$ cat src/core/pin_state_map.vh
// Purpose: Constants for the pin state and mode controller.
// Assumes: 100 MHz system clock.
// Notes: Bus T-state and standby codes are local encodings.
`ifndef PIN_STATE_MAP_VH
`define PIN_STATE_MAP_VH

// Power-on settling time and clock rate
`define PSM_POR_TIME_MS 1
`define PSM_CLK_MHZ 100
`define PSM_POR_CYCLES (`PSM_POR_TIME_MS * `PSM_CLK_MHZ * 1000)

// Bus T-state codes reported by the bus controller
`define PSM_T1 2'h0
`define PSM_T2 2'h1
`define PSM_T3 2'h2
`define PSM_TW 2'h3

// Standby request codes
`define PSM_SB_RUN 2'h0
`define PSM_SB_HALT 2'h1
`define PSM_SB_IDLE 2'h2
`define PSM_SB_STOP 2'h3

// Controller state codes
`define PSM_ST_POWER_ON 3'h0
`define PSM_ST_EXT_RESET 3'h1
`define PSM_ST_INT_RESET 3'h2
`define PSM_ST_RUN 3'h3
`define PSM_ST_HALT 3'h4
`define PSM_ST_IDLE 3'h5
`define PSM_ST_STOP 3'h6
`define PSM_ST_HOLD 3'h7

`endif

$ cat src/core/pin_state_mode_control.v
// Purpose: Chooses the level and drive of bus, debug, analog and port pins
//   for power-on, reset, standby, bus idle and bus hold.
// Assumes: Core-side inputs are on CLK_SYS_I; pin inputs are asynchronous.
// Notes: All pin outputs are registered, one cycle behind their decode;
//   output enables are active low.
`timescale 1ns/1ns
`include "pin_state_map.vh"

// Operation
// - Pins stay in the power-on state until 1 ms after supply is good.
// - In standby a pin whose alternate function is active keeps working.
// - Bus idle after T2 (separate) or T3 (multiplexed) keeps strobes high and holds selects and bus.
// - Debug reset pulls down at power-on and external reset, per bit in run and internal reset; standby and hold keep it.
// - Debug data pin floats in reset and in run outside debug mode; standby and hold keep its drive.
// - Any reset leaves bus control, address and data pins floating.
// - Halt keeps the bus running under DMA, else strobes and selects high.
// - Halt floats address/data in separate mode, address pins undefined.
// - Held pins keep the level of the preceding external bus cycle.
// - Wait and hold-request inputs are ignored where sampling is barred.
module pin_state_mode_control #(
	parameter integer POR_CYCLES = `PSM_POR_CYCLES,
	parameter integer PORT_W = 16
) (
	input wire CLK_SYS_I,
	input wire RESETN_I,
	input wire SUPPLY_OK_I,
	input wire EXT_RESETN_I,
	input wire INT_RESET_I,
	input wire [1:0] STANDBY_MODE_I,
	input wire DMA_ACTIVE_I,
	input wire BUS_MUX_MODE_I,
	input wire BUS_CYCLE_I,
	input wire BUS_IDLE_I,
	input wire [1:0] BUS_TSTATE_I,
	input wire DEBUG_MODE_SELECT_BIT_I,
	input wire DEBUG_DATA_I,
	input wire [15:0] CORE_ADDR_DATA_I,
	input wire CORE_ADDR_DATA_DRIVE_I,
	input wire [15:0] CORE_ADDR_LOW_I,
	input wire [7:0] CORE_ADDR_HIGH_I,
	input wire [3:0] CORE_CHIP_SELECT_I,
	input wire [1:0] CORE_WRITE_STROBES_I,
	input wire CORE_READ_STROBE_I,
	input wire CORE_ADDR_LATCH_STROBE_I,
	input wire CORE_CLOCK_OUT_I,
	input wire [1:0] ANALOG_ENABLE_I,
	input wire [PORT_W-1:0] PORT_VAL_I,
	input wire [PORT_W-1:0] PORT_DRIVE_I,
	input wire [PORT_W-1:0] ALT_ACTIVE_I,
	input wire HOLD_REQUEST_I,
	input wire WAIT_I,
	output reg [15:0] BUS_ADDR_DATA_LINES_O,
	output reg BUS_ADDR_DATA_OE_N_O,
	output reg [15:0] BUS_ADDR_LOW_LINES_O,
	output reg [7:0] BUS_ADDR_HIGH_LINES_O,
	output reg BUS_ADDR_OE_N_O,
	output reg [3:0] CHIP_SELECT_LINES_O,
	output reg CHIP_SELECT_OE_N_O,
	output reg [1:0] WRITE_STROBES_O,
	output reg READ_STROBE_O,
	output reg ADDR_LATCH_STROBE_O,
	output reg STROBE_OE_N_O,
	output reg CLOCK_OUTPUT_PIN_O,
	output reg CLOCK_OUTPUT_OE_N_O,
	output reg HOLD_ACKNOWLEDGE_O,
	output reg HOLD_ACKNOWLEDGE_OE_N_O,
	output reg DEBUG_DATA_OUT_O,
	output reg DEBUG_DATA_OUT_OE_N_O,
	output reg DEBUG_RESET_PULLDOWN_O,
	output reg [1:0] ANALOG_OUTPUT_OE_N_O,
	output reg [PORT_W-1:0] PORT_O,
	output reg [PORT_W-1:0] PORT_OE_N_O,
	output reg WAIT_SAMPLED_O,
	output reg HOLD_REQUEST_SAMPLED_O,
	output reg BUS_HOLD_O
);

	localparam ST_POWER_ON = `PSM_ST_POWER_ON;
	localparam ST_EXT_RESET = `PSM_ST_EXT_RESET;
	localparam ST_INT_RESET = `PSM_ST_INT_RESET;
	localparam ST_RUN = `PSM_ST_RUN;
	localparam ST_HALT = `PSM_ST_HALT;
	localparam ST_IDLE = `PSM_ST_IDLE;
	localparam ST_STOP = `PSM_ST_STOP;
	localparam ST_HOLD = `PSM_ST_HOLD;

	reg [3:0] meta;
	reg [3:0] sync;
	reg [31:0] power_cnt;
	reg por_done;
	reg [1:0] last_t;
	reg [2:0] state;
	reg [2:0] next_state;
	wire supply_s;
	wire ext_rst_s;
	wire hreq_s;
	wire wait_s;
	wire bus_idle;
	wire wait_sample;
	wire hold_sample;

	reg [15:0] next_ad;
	reg next_ad_oe_n;
	reg [15:0] next_al;
	reg [7:0] next_ah;
	reg next_addr_oe_n;
	reg [3:0] next_cs;
	reg next_cs_oe_n;
	reg [1:0] next_wr;
	reg next_rd;
	reg next_addr_latch_strobe;
	reg next_strb_oe_n;
	reg next_clk;
	reg next_clk_oe_n;
	reg next_hold_acknowledge;
	reg next_hold_acknowledge_oe_n;
	reg next_dbg;
	reg next_dbg_oe_n;
	reg next_pd;
	reg [1:0] next_ana_oe_n;
	reg [PORT_W-1:0] next_port;
	reg [PORT_W-1:0] next_port_oe_n;

	// Pin inputs, two stages; only sync is read by logic
	always @(posedge CLK_SYS_I or negedge RESETN_I) begin
		if (!RESETN_I) begin
			meta <= 4'h0;
			sync <= 4'h0;
		end else begin
			meta <= {SUPPLY_OK_I, ~EXT_RESETN_I, HOLD_REQUEST_I, WAIT_I};
			sync <= meta;
		end
	end
	assign supply_s = sync[3];
	assign ext_rst_s = sync[2];
	assign hreq_s = sync[1];
	assign wait_s = sync[0];

	// settle timer
	// Restarts whenever supply drops out of range
	always @(posedge CLK_SYS_I or negedge RESETN_I) begin
		if (!RESETN_I) begin
			power_cnt <= 32'h0;
			por_done <= 1'b0;
		end else if (!supply_s) begin
			power_cnt <= 32'h0;
			por_done <= 1'b0;
		end else if (!por_done) begin
			if (power_cnt == POR_CYCLES - 1)
				por_done <= 1'b1;
			else
				power_cnt <= power_cnt + 32'h1;
		end
	end

	// Last T-state of a bus cycle, to qualify the idle state
	always @(posedge CLK_SYS_I or negedge RESETN_I) begin
		if (!RESETN_I)
			last_t <= `PSM_T1;
		else if (BUS_CYCLE_I)
			last_t <= BUS_TSTATE_I;
	end

	assign bus_idle = BUS_IDLE_I & (BUS_MUX_MODE_I ?
		(last_t == `PSM_T3) : (last_t == `PSM_T2));

	assign wait_sample = (state == ST_RUN) & ~bus_idle;
	assign hold_sample = ((state == ST_RUN) & ~bus_idle) |
		(state == ST_HALT) | (state == ST_HOLD);

	// Mode priority: power-on, reset, hold, standby
	always @* begin
		next_state = ST_RUN;
		if (!por_done)
			next_state = ST_POWER_ON;
		else if (ext_rst_s)
			next_state = ST_EXT_RESET;
		else if (INT_RESET_I)
			next_state = ST_INT_RESET;
		else if ((state == ST_HOLD) & hreq_s)
			next_state = ST_HOLD;
		else if (hold_sample & hreq_s & ~BUS_CYCLE_I & (state != ST_HOLD))
			next_state = ST_HOLD;
		else begin
			case (STANDBY_MODE_I)
				`PSM_SB_HALT: next_state = ST_HALT;
				`PSM_SB_IDLE: next_state = ST_IDLE;
				`PSM_SB_STOP: next_state = ST_STOP;
				default: next_state = ST_RUN;
			endcase
		end
	end

	always @(posedge CLK_SYS_I or negedge RESETN_I) begin
		if (!RESETN_I)
			state <= ST_POWER_ON;
		else
			state <= next_state;
	end

	// Pin decode; defaults keep the current level, except clock out, hold acknowledge and alternate port bits
	always @* begin
		next_ad = BUS_ADDR_DATA_LINES_O;
		next_ad_oe_n = BUS_ADDR_DATA_OE_N_O;
		next_al = BUS_ADDR_LOW_LINES_O;
		next_ah = BUS_ADDR_HIGH_LINES_O;
		next_addr_oe_n = BUS_ADDR_OE_N_O;
		next_cs = CHIP_SELECT_LINES_O;
		next_cs_oe_n = CHIP_SELECT_OE_N_O;
		next_wr = WRITE_STROBES_O;
		next_rd = READ_STROBE_O;
		next_addr_latch_strobe = ADDR_LATCH_STROBE_O;
		next_strb_oe_n = STROBE_OE_N_O;
		next_clk = CORE_CLOCK_OUT_I;
		next_clk_oe_n = 1'b0;
		next_hold_acknowledge = 1'b1;
		next_hold_acknowledge_oe_n = 1'b0;
		next_dbg = DEBUG_DATA_OUT_O;
		next_dbg_oe_n = DEBUG_DATA_OUT_OE_N_O;
		next_pd = DEBUG_RESET_PULLDOWN_O;
		next_ana_oe_n = ANALOG_OUTPUT_OE_N_O;
		next_port = (ALT_ACTIVE_I & PORT_VAL_I) |
			(~ALT_ACTIVE_I & PORT_O);
		next_port_oe_n = (ALT_ACTIVE_I & ~PORT_DRIVE_I) |
			(~ALT_ACTIVE_I & PORT_OE_N_O);
		if (DEBUG_MODE_SELECT_BIT_I) begin
			next_dbg = DEBUG_DATA_I;
			next_dbg_oe_n = 1'b0;
		end
		if (ANALOG_ENABLE_I[0])
			next_ana_oe_n[0] = 1'b0;
		if (ANALOG_ENABLE_I[1])
			next_ana_oe_n[1] = 1'b0;
		case (state)
			ST_POWER_ON, ST_EXT_RESET, ST_INT_RESET: begin
				next_ad_oe_n = 1'b1;
				next_addr_oe_n = 1'b1;
				next_cs_oe_n = 1'b1;
				next_strb_oe_n = 1'b1;
				next_clk_oe_n = 1'b1;
				next_hold_acknowledge_oe_n = 1'b1;
				next_port_oe_n = {PORT_W{1'b1}};
				next_ana_oe_n = 2'h3;
				next_dbg_oe_n = 1'b1;
				next_pd = (state == ST_INT_RESET) ?
					~DEBUG_MODE_SELECT_BIT_I : 1'b1;
			end
			ST_RUN: begin
				next_pd = ~DEBUG_MODE_SELECT_BIT_I;
				next_port = PORT_VAL_I;
				next_port_oe_n = ~PORT_DRIVE_I;
				next_ana_oe_n = ~ANALOG_ENABLE_I;
				if (!DEBUG_MODE_SELECT_BIT_I)
					next_dbg_oe_n = 1'b1;
				next_strb_oe_n = 1'b0;
				next_cs_oe_n = 1'b0;
				next_addr_oe_n = 1'b0;
				if (bus_idle) begin
					next_wr = 2'h3;
					next_rd = 1'b1;
					next_addr_latch_strobe = 1'b1;
				end else begin
					next_ad = CORE_ADDR_DATA_I;
					next_ad_oe_n = ~CORE_ADDR_DATA_DRIVE_I;
					next_al = CORE_ADDR_LOW_I;
					next_ah = CORE_ADDR_HIGH_I;
					next_cs = CORE_CHIP_SELECT_I;
					next_wr = CORE_WRITE_STROBES_I;
					next_rd = CORE_READ_STROBE_I;
					next_addr_latch_strobe = CORE_ADDR_LATCH_STROBE_I;
				end
			end
			ST_HALT: begin
				if (DMA_ACTIVE_I) begin
					next_ad = CORE_ADDR_DATA_I;
					next_ad_oe_n = ~CORE_ADDR_DATA_DRIVE_I;
					next_al = CORE_ADDR_LOW_I;
					next_ah = CORE_ADDR_HIGH_I;
					next_addr_oe_n = 1'b0;
					next_cs = CORE_CHIP_SELECT_I;
					next_wr = CORE_WRITE_STROBES_I;
					next_rd = CORE_READ_STROBE_I;
					next_addr_latch_strobe = CORE_ADDR_LATCH_STROBE_I;
				end else begin
					next_wr = 2'h3;
					next_rd = 1'b1;
					next_addr_latch_strobe = 1'b1;
					next_cs = 4'hf;
					// separate floats, multiplexed left as is
					if (!BUS_MUX_MODE_I)
						next_ad_oe_n = 1'b1;
				end
				next_strb_oe_n = 1'b0;
				next_cs_oe_n = 1'b0;
			end
			ST_IDLE, ST_STOP: begin
				next_clk = 1'b0;
				next_wr = 2'h3;
				next_rd = 1'b1;
				next_addr_latch_strobe = 1'b1;
				next_strb_oe_n = 1'b0;
				next_cs = 4'hf;
				next_cs_oe_n = 1'b0;
				next_ad_oe_n = 1'b1;
				next_addr_oe_n = 1'b1;
				if (state == ST_STOP)
					next_ana_oe_n = 2'h3;
			end
			ST_HOLD: begin
				next_hold_acknowledge = 1'b0;
				next_ad_oe_n = 1'b1;
				next_addr_oe_n = 1'b1;
				next_cs_oe_n = 1'b1;
				next_strb_oe_n = 1'b1;
				// Held ports do not follow alternates here
				next_port = PORT_O;
				next_port_oe_n = PORT_OE_N_O;
			end
			default: begin
				next_ad_oe_n = 1'b1;
			end
		endcase
	end

	// Pin registers; reset shows the power-on state
	always @(posedge CLK_SYS_I or negedge RESETN_I) begin
		if (!RESETN_I) begin
			BUS_ADDR_DATA_LINES_O <= 16'h0;
			BUS_ADDR_DATA_OE_N_O <= 1'b1;
			BUS_ADDR_LOW_LINES_O <= 16'h0;
			BUS_ADDR_HIGH_LINES_O <= 8'h0;
			BUS_ADDR_OE_N_O <= 1'b1;
			CHIP_SELECT_LINES_O <= 4'hf;
			CHIP_SELECT_OE_N_O <= 1'b1;
			WRITE_STROBES_O <= 2'h3;
			READ_STROBE_O <= 1'b1;
			ADDR_LATCH_STROBE_O <= 1'b1;
			STROBE_OE_N_O <= 1'b1;
			CLOCK_OUTPUT_PIN_O <= 1'b0;
			CLOCK_OUTPUT_OE_N_O <= 1'b1;
			HOLD_ACKNOWLEDGE_O <= 1'b1;
			HOLD_ACKNOWLEDGE_OE_N_O <= 1'b1;
			DEBUG_DATA_OUT_O <= 1'b0;
			DEBUG_DATA_OUT_OE_N_O <= 1'b1;
			DEBUG_RESET_PULLDOWN_O <= 1'b1;
			ANALOG_OUTPUT_OE_N_O <= 2'h3;
			PORT_O <= {PORT_W{1'b0}};
			PORT_OE_N_O <= {PORT_W{1'b1}};
			WAIT_SAMPLED_O <= 1'b0;
			HOLD_REQUEST_SAMPLED_O <= 1'b0;
			BUS_HOLD_O <= 1'b0;
		end else begin
			BUS_ADDR_DATA_LINES_O <= next_ad;
			BUS_ADDR_DATA_OE_N_O <= next_ad_oe_n;
			BUS_ADDR_LOW_LINES_O <= next_al;
			BUS_ADDR_HIGH_LINES_O <= next_ah;
			BUS_ADDR_OE_N_O <= next_addr_oe_n;
			CHIP_SELECT_LINES_O <= next_cs;
			CHIP_SELECT_OE_N_O <= next_cs_oe_n;
			WRITE_STROBES_O <= next_wr;
			READ_STROBE_O <= next_rd;
			ADDR_LATCH_STROBE_O <= next_addr_latch_strobe;
			STROBE_OE_N_O <= next_strb_oe_n;
			CLOCK_OUTPUT_PIN_O <= next_clk;
			CLOCK_OUTPUT_OE_N_O <= next_clk_oe_n;
			HOLD_ACKNOWLEDGE_O <= next_hold_acknowledge;
			HOLD_ACKNOWLEDGE_OE_N_O <= next_hold_acknowledge_oe_n;
			DEBUG_DATA_OUT_O <= next_dbg;
			DEBUG_DATA_OUT_OE_N_O <= next_dbg_oe_n;
			DEBUG_RESET_PULLDOWN_O <= next_pd;
			ANALOG_OUTPUT_OE_N_O <= next_ana_oe_n;
			PORT_O <= next_port;
			PORT_OE_N_O <= next_port_oe_n;
			WAIT_SAMPLED_O <= wait_s & wait_sample;
			HOLD_REQUEST_SAMPLED_O <= hreq_s & hold_sample;
			BUS_HOLD_O <= (next_state == ST_HOLD);
		end
	end

endmodule

$ cat config.mk
export PLATFORM = sky130hd
export DESIGN_NAME = pin_state_mode_control
export DESIGN_NICKNAME = d
export VERILOG_FILES = /design/src/core/pin_state_mode_control.v
export VERILOG_INCLUDE_DIRS = /design/src /design/src/core
export SDC_FILE = /design/constraint.sdc
export NUM_CORES = 1
export LEC_CHECK = 0
export BUFFER_PORTS_ARGS = -buffer_cell sky130_fd_sc_hd__buf_2
export CAP_MARGIN = 0
export CORE_MARGIN = 2
export CORE_UTILIZATION = 50
export CTS_BUF_LIST = sky130_fd_sc_hd__clkbuf_4
export CTS_CLUSTER_SIZE = 40
export DETAILED_ROUTE_END_ITERATION = 8
export PLACE_DENSITY_LB_ADDON = 0.1
export SYNTH_ARGS = -nofsm -noshare
export SYNTH_HDL_FRONTEND = slang
export SYNTH_SLANG_ARGS = --single-unit
export TNS_END_PERCENT = 1
$ cat constraint.sdc
create_clock -name CLK_SYS_I -period 5.36 [get_ports CLK_SYS_I]
set_clock_uncertainty 0.05 [all_clocks]
set_input_delay 0.268 -clock CLK_SYS_I [delete_from_list [all_inputs] [get_ports CLK_SYS_I]]
set_output_delay 0.268 -clock CLK_SYS_I [all_outputs]
set_load 0.02 [all_outputs]
Word-level counts from Yosys, hierarchy flattened
Cells that the tools add are included.
W data, S select, Z words.
Word-level totals
  flip-flop bits (word level): 140
  bits of input ports: 117
  output and inout bits: 96
  logic and storage cells: 140
Cells by class
  add/subtract/negate cells: 1
  equality and inequality tests: 20
  mux-type cells: 55
  bitwise gates (word level): 23
  reduce and logical (&&, ||, !) cells: 13
Operator list (number)
  $mux W32: 3
  $pmux W16 S2: 3
  $and A16 B16 Y16: 4
  $mux W16: 4
  $pmux W16 S3: 1
  $add A32 B1 Y32 const B: 1
  $eq A32 B17 Y1 const B: 1
  $not A16 Y16: 2
  $or A16 B16 Y16: 2
  $mux W1: 20
  $mux W8: 2
  $pmux W8 S2: 1
  $eq A3 B3 Y1 const B: 5
  $mux W3: 5
  $pmux W1 S3: 4
  $pmux W2 S3: 2
  $pmux W4 S3: 1
  $pmux W3 S3: 1
  $mux W4: 2
  $ne A2 B2 Y1 const B: 4
  $reduce_or A4 Y1: 2
  $and A1 B1 Y1: 7
  $eq A2 B2 Y1 const B: 3
  $eq A3 B2 Y1 const B: 2
  other kinds (16): 30

Longest topological paths before layout
Gate-level depths: netlist of run 1.
  depth in word-level cells: 16
  gate-level depth with buffers: 8
  gate-level depth less buffers: 6

Least setup slack after synthesis of run 1
No wires, ideal clock.
  path type: flip-flop to flip-flop
  start: register por_done
  end: register power_cnt[27]
  setup time: 0.077 ns
  data arrival time: 1.980 ns
  data required time: 5.233 ns
  setup slack: 3.253 ns
  cell stages (with the launch flop): 7
  path buffers: 1
  period minus slack after synthesis: 2.107 ns
  cells stage by stage: dfrtp_1 -> nand3b_1 -> or3_1 -> or4_1 -> buf_2 -> or3_1 -> a21oi_1
On the way
  longest elaborated chain between the ends: 2
RTL lines
  from (decl): line pin_state_mode_control.v:90  | reg por_done;
  from (signal assigned): line pin_state_mode_control.v:144  | por_done <= 1'b0;
  from (signal assigned): line pin_state_mode_control.v:147  | por_done <= 1'b0;
  from (signal assigned): line pin_state_mode_control.v:150  | por_done <= 1'b1;
  $ne A2 B2 Y1 (no line)
  $reduce_and A2 Y1 (no line)
  to (signal assigned): line pin_state_mode_control.v:152  | power_cnt <= power_cnt + 32'h1;
  to (decl): line pin_state_mode_control.v:89  | reg [31:0] power_cnt;
Every way passes these cells.
A chain may end at the register's enable or synchronous reset.

==> flow_summary.yaml, run 1 <==
outcome:
  outcome: "finished, final reports clean"
critical_path:
  cp_num_buf_inv: 1
  timing.critical_path.from_type: "flop"
  required_ps: 5780
  critical-path-slowest-cell: "and2_0"
  worst_setup_path_end_kind: "flop"
  worst_ep_arrival_time_ps: 3560
  max_stage_delay_ps: 1060
  reg2regPathDepth: 5
  worst-setup-path-type: "flop to flop"
  crit_chain: "nand2_1 > and2_0 > a21o_1 > a21oi_1 > dlygate4sd3_1"
  crit_family: "simple AND/OR/NAND/NOR gates"
  worst-path-stages: 5
  cp_max_fo: 23
job:
  drv.max_cap_violation_count: 0
die:
  die_y_um: 114.6
  fp.coreArea_um2: 11960
  rows: 40
  initial_core_util: 0.5109
  floorplan_die_width_um: 114.6
  die_ar_um2: 13120
  ioPinCount: 213
clocking:
  cts_hold_repair.buffers: 112
  cts_made_buffers: 17
  cts.reportedPaths.clkPinSlew_ps: 120
  clock_sinks: 140
  ctsLongestPathBuffers: 2
  cts-htree-levels: 4
  clock_tree.root_cell: "clkbuf_4"
  worstSkewPairLatency_ps: 540
  cts_setup_buffers: 0
  cts_tree: "yes"
  cts_repair_resize_count: 0
logic_synthesis:
  synthArstFlopShare: 1.000
  synth.avg_cell_area_um2: 11.68
  net_count_after_synthesis: 643
  yosysTopAreaCellShare: 0.4382
  synth_edf_count: 0
  yosysWarnings: 0
  synthFlopType: "dfrtp_1"
  netlist.top_cell.by_area: "dfrtp_1"
  synthesis.instances: 523
  ys_ff_latch: 140
  synth.area.top_cells: "dfrtp_1 (44%), dfstp_2 (14%), mux2_2 (11%)"
  post_synth_instance_area_um2: 6111
  synth_cell_types: 49
  seq_area_frac_synth: 0.5801
layout:
  num-nets-final: 962
  final_layout_size_suffix_gt1_frac: 0.4035
  synthesis_to_layout_area_growth_pct: 42.18
  diodes: 0
  multiInputGateArea_um2: 2391
  ff_latch_area_um2: 3545
  filler_cell_count: 828
global_route:
  grt-ovfl-total: 0
  grt_pass1_wl_um: 26160
  grtUsageTotal: 0.2586
  grt_max_degree: 87
  number_of_antenna_violations_at_the_first_check_in_global_routing: 0
  first_global_vias: 5516
sta:
  timing_worst_slew_pin_value_ps: 1261
  final-hold-violation-count: 0
  final.setup.worst_slack_ps: 2219
  setup_tns_ps: 0
  setup_viol: 0
  rsz_0062_raised_after_global_routing: "false"
  period_needed_ps: 3141
  maxSlewHeadroom: 0.1592
  max_freq_ghz: 0.3184
  timing.final.max_slew_violations: 0
  final_min_period_over_clock_period: 0.5860
drt:
  route.detailed.drc: 0
  detail_route.first_pass.iterations: 4
  detailroute.via_count: 5305
  route.final.wire_length_um: 16740
  drt_iter0_drc: 395
  detail_route.wl_per_cell_um: 16.71
  routed_via_density: 5.294
  antenna_violating_nets_post_route: 0
placement:
  dp_hpwl_um: 10750
  port_buffers: 212
  place.gp.congestion: 0.8950
  dp_slack_ps: 2368
power:
  power_density_over_the_cells_nw_per_um2: 243.0
  vdd_drop_max_mv: 0.1990
  cellLeakagePower_uw: 0.004121
worst_hold_path:
  hold_path_class: "input port to flop"
  hold-path-cell-count: 3
==> per-stage QoR <==
step	total power (µW)	utilization	hold WS, ps	cells	area (µm²)
2_1_floorplan	1242	-	-77.59	523	6111
3_3_place_gp	1356	0.6074	285.0	857	7266
3_5_place_dp	1364	0.6074	284.7	857	7266
4_1_cts	2126	0.7255	11.61	1001	8678
5_1_grt	2200	0.7264	35.22	1002	8688
6_report	2111	0.7264	84.42	1002	8688
==> where the power goes <==
| group | internal, µW | leakage, µW | total, µW | switching (µW) |
|---|---|---|---|---|
| registers | 1100 | 0.00173 | 1130 | 23.7 |
| logic | 140 | 0.00223 | 276 | 136 |
| clock network | 329 | 0.000165 | 708 | 379 |
==> worst reg2reg max path: stages, from the launching register on <==
cell and delay (ps):
dfrtp_1 490, nand2_1 570, and2_0 1060, a21o_1 250
a21oi_1 70, dlygate4sd3_1 570
==> layout by cell type (no fill, tap or decap), types with 12 or more instances in the layout <==
| cell | count |
|---|---|
| o21ai_0 | 25 |
| nand2_1 | 19 |
| dlygate4sd3_1 | 113 |
| dfstp_2 | 33 |
| a21oi_1 | 42 |
| nor2_1 | 27 |
| buf_2 | 211 |
| xor2_1 | 12 |
| a21o_1 | 16 |
| mux2_2 | 61 |
| nand2b_1 | 23 |
| clkbuf_4 | 19 |
| inv_1 | 15 |
| dfrtp_1 | 107 |
| nand3_1 | 12 |
==> metal layers <==
layer,wire length (µm),global-route usage,up-vias
li1,-,-,2487
met1,6331,0.2913,2592
met2,8993,0.4627,190
met3,1010,0.06353,36
met4,404,0.1154,0
met5,0,0,-
==> cell type report <==
| type | instances | area share |
|---|---|---|
| Tap cell | 147 | 0.02117 |
| Sequential cell | 140 | 0.4080 |
| Inverter | 15 | 0.006480 |
| Multi-Input combinational cell | 340 | 0.2752 |
| Clock inverter | 13 | 0.01714 |
| Timing Repair Buffer | 328 | 0.2556 |
| Clock buffer | 19 | 0.01642 |
==> Yosys cell counts, types with 12 or more instances <==
cell type	number
nand2_1	19
nand3_1	12
xor2_1	12
a21oi_1	42
dfstp_2	33
o21ai_0	25
nor2_1	28
clkbuf_1	19
a21o_1	16
nand2b_1	23
dfrtp_1	107
mux2_2	61
inv_1	15
==> logic make-up (layout without fill, tap and decap cells) <==
family | after synthesis | after routing | share of synthesized area
DFF | 140 | 140 | 0.5801
and+or+nand+nor | 139 | 139 | 0.1241
AOI/OAI and AO/OA | 113 | 113 | 0.1128
muxes | 62 | 62 | 0.1140
buffers and inverters | 43 | 375 | 0.02989
xor gates and xnor gates | 23 | 23 | 0.03296
adders and majority gates | 3 | 3 | 0.006143
==> worst paths after layout <==
| check | from | end | slack [ps] |
|---|---|---|---|
| max | state[1]$_DFF_PN0_ | flop | 2220 |
| min | BUS_IDLE_I | WAIT_SAMPLED_O$_DFF_PN0_ | 80 |
| max reg2reg | state[1]$_DFF_PN0_ | flop | 2220 |
| min reg2reg | meta[3]$_DFF_PN0_ | sync[3]$_DFF_PN0_ | 310 |
| max in group asynchronous | RESETN_I | CLOCK_OUTPUT_PIN_O$_DFF_PN0_ | 3740 |
| min in group asynchronous | RESETN_I | asynchronous set/reset pin | 260 |
(Power assumes the default switching activity.)
==> run 2: changes to the inputs <==
==> constraint.sdc (replaced) <==
create_clock -name CLK_SYS_I -period 3.1 [get_ports CLK_SYS_I]
set_clock_uncertainty 0.05 [all_clocks]
set_input_delay 0.155 -clock CLK_SYS_I [delete_from_list [all_inputs] [get_ports CLK_SYS_I]]
set_output_delay 0.155 -clock CLK_SYS_I [all_outputs]
set_load 0.02 [all_outputs]
==> run 2 against run 1 <==
Combinational power is 86% higher. Clock power is 54% higher. Register-to-register slack worse by 1800 ps. Count of clock-buffer cells in the layout is 9 higher. Die area stayed put. Critical path depth stayed put. Non-clock buffer count is 26 higher. Worst hold slack worse by 14 ps. Sequential share of layout area is 1.0 points lower. Maximum frequency is 17% higher. Utilization is 1.8 points higher. Critical path type unchanged. Largest power group unchanged.
==> flow_summary.yaml, run 2 (synthesis results as in run 1) <==
layout:
  synthesis_to_layout_area_growth_pct: 45.78
  final_layout_size_suffix_gt1_frac: 0.3995
  diodes: 0
  num-nets-final: 988
  finish.instance_area_um2: 8909
  final_common_cell: "buf_2"
  layout_common_cells: "buf_2 (211), dlygate4sd3_1 (133), dfrtp_1 (107)"
  filler_cell_count: 797
  layoutNonFillerInstCount: 1028
critical_path:
  critical-path-slowest-cell: "dfrtp_1"
  worst_ep_arrival_time_ps: 3060
  timing.rr.start: "state[2]$_DFF_PN0_"
  worst_setup_path_end_kind: "flop"
  timing.critical_path.from_type: "flop"
  worst-setup-path-type: "flop to flop"
  required_ps: 3480
  regToRegSetupSlack_ps: 410
  crit_family: "buffers and inverters"
  cp_max_fo: 18
  cp_num_buf_inv: 2
  worst-path-stages: 5
  reg2regPathDepth: 5
  crit_chain: "buf_4 > nand2_1 > o21ai_0 > mux2_2 > dlygate4sd3_1"
  worstSetupStartpoint: "state[2]$_DFF_PN0_"
  max_stage_delay_ps: 580
die:
  floorplan_die_width_um: 114.6
  ioPinCount: 213
  fp.coreArea_um2: 11960
  die_y_um: 114.6
  initial_core_util: 0.5109
  die_ar_um2: 13120
  rows: 40
worst_hold_path:
  hold_path_class: "input port to flop"
  hold-path-cell-count: 3
  hold_start: "ALT_ACTIVE_I[15]"
clocking:
  cts_tree: "yes"
  cts_setup_buffers: 0
  cts_repair_resize_count: 0
  cts-htree-levels: 4
  cts_made_buffers: 17
  clock_tree.root_cell: "clkbuf_4"
  worstSkewPairLatency_ps: 540
  clock_sinks: 140
  ctsLongestPathBuffers: 2
  cts.reportedPaths.clkPinSlew_ps: 100
drt:
  route.detailed.drc: 0
  detail_route.wl_per_cell_um: 16.59
  wl_met2_um: 8978
  detail_route.first_pass.iterations: 5
  routed-wl-met3_um: 909
  top_layer_used: "met4"
  wl_met1_um: 6646
  route.final.wire_length_um: 17060
  detailroute.via_count: 5421
  routed_via_density: 5.273
  antenna_violating_nets_post_route: 0
  drt_iter0_drc: 378
sta:
  timing_worst_slew_pin_value_ps: 767.5
  setup_viol: 0
  period_needed_ps: 2686
  max_freq_ghz: 0.3723
  rsz_0062_raised_after_global_routing: "false"
  final-hold-violation-count: 0
  final_min_period_over_clock_period: 0.8664
  maxSlewHeadroom: 0.4878
  setup_tns_ps: 0
  timing.final.max_slew_violations: 0
job:
  drv.max_cap_violation_count: 0
global_route:
  grt-ovfl-total: 0
  number_of_antenna_violations_at_the_first_check_in_global_routing: 0
  grt_pass1_wl_um: 27200
  first_global_vias: 5646
  grtUsageTotal: 0.2688
  grt_max_degree: 85
placement:
  placedCellCount: 863
  port_buffers: 212
  place.gp.congestion: 0.8416
  dp_hpwl_um: 10850
  postPlaceCellArea_um2: 7323
power:
  power_total_uw: 3548
  cellLeakagePower_uw: 0.004227
  power_density_over_the_cells_nw_per_um2: 398.2
  vdd_drop_max_mv: 0.3944
outcome:
  outcome: "finished, final reports clean"
[run 2: layout make-up]
class / instances / area [µm²] / area share
flip-flops and latches: 140 / 3545 / 0.3979
repair buffers: 354 / 2479 / 0.2782
multi-input cells: 340 / 2391 / 0.2684
clock buffers: 28 / 210.2 / 0.02360
well taps: 147 / 183.9 / 0.02065
inverters: 15 / 56.30 / 0.006320
clock inverters: 4 / 43.79 / 0.004916
[run 2: per-layer routing]
metal	vias to the layer above	track usage
li1	2537	-
met1	2658	0.3084
met2	187	0.4753
met3	39	0.06088
met4	0	0.1268
met5	-	0
[run 2: worst min-delay path by stage]
stage	to	slack [ps]
2_1_floorplan	BUS_ADDR_DATA_LINES_O[0]$_DFFE_PN0P_	-190
3_3_place_gp	BUS_ADDR_LOW_LINES_O[6]$_DFFE_PN0P_	200
3_5_place_dp	BUS_ADDR_LOW_LINES_O[6]$_DFFE_PN0P_	210
4_1_cts	flop	10
5_1_grt	flop	20
6_report	flop	70
[run 2: through the flow]
stage | hold WS (ps) | setup slack (ps) | util
floorplan | -190.6 | 992.6 | -
global placement | 200.9 | 868.7 | 0.6122
detailed placement | 207.0 | 804.7 | 0.6122
CTS | 11.08 | 459.9 | 0.7448
global route | 22.61 | 214.3 | 0.7448
finish | 69.94 | 414.3 | 0.7448
[run 2: tightest hold or removal path, stage by stage]
cell and delay (ps):
buf_2 110, o21ai_0 120, mux2_2 230
[run 2: power by group]
group	internal, µW	leakage (µW)	switching [µW]
sequential	1910	0.00173	42.8
clock	493	0.000152	594
combinational	271	0.00234	241
total	2670	0.00423	877
[run 2: repair_timing]
item | 4_1_cts | 5_1_grt
endpoints found under the setup margin | 0 | 0
hold endpoints to repair | 173 | 0
hold buffers | 133 | 0
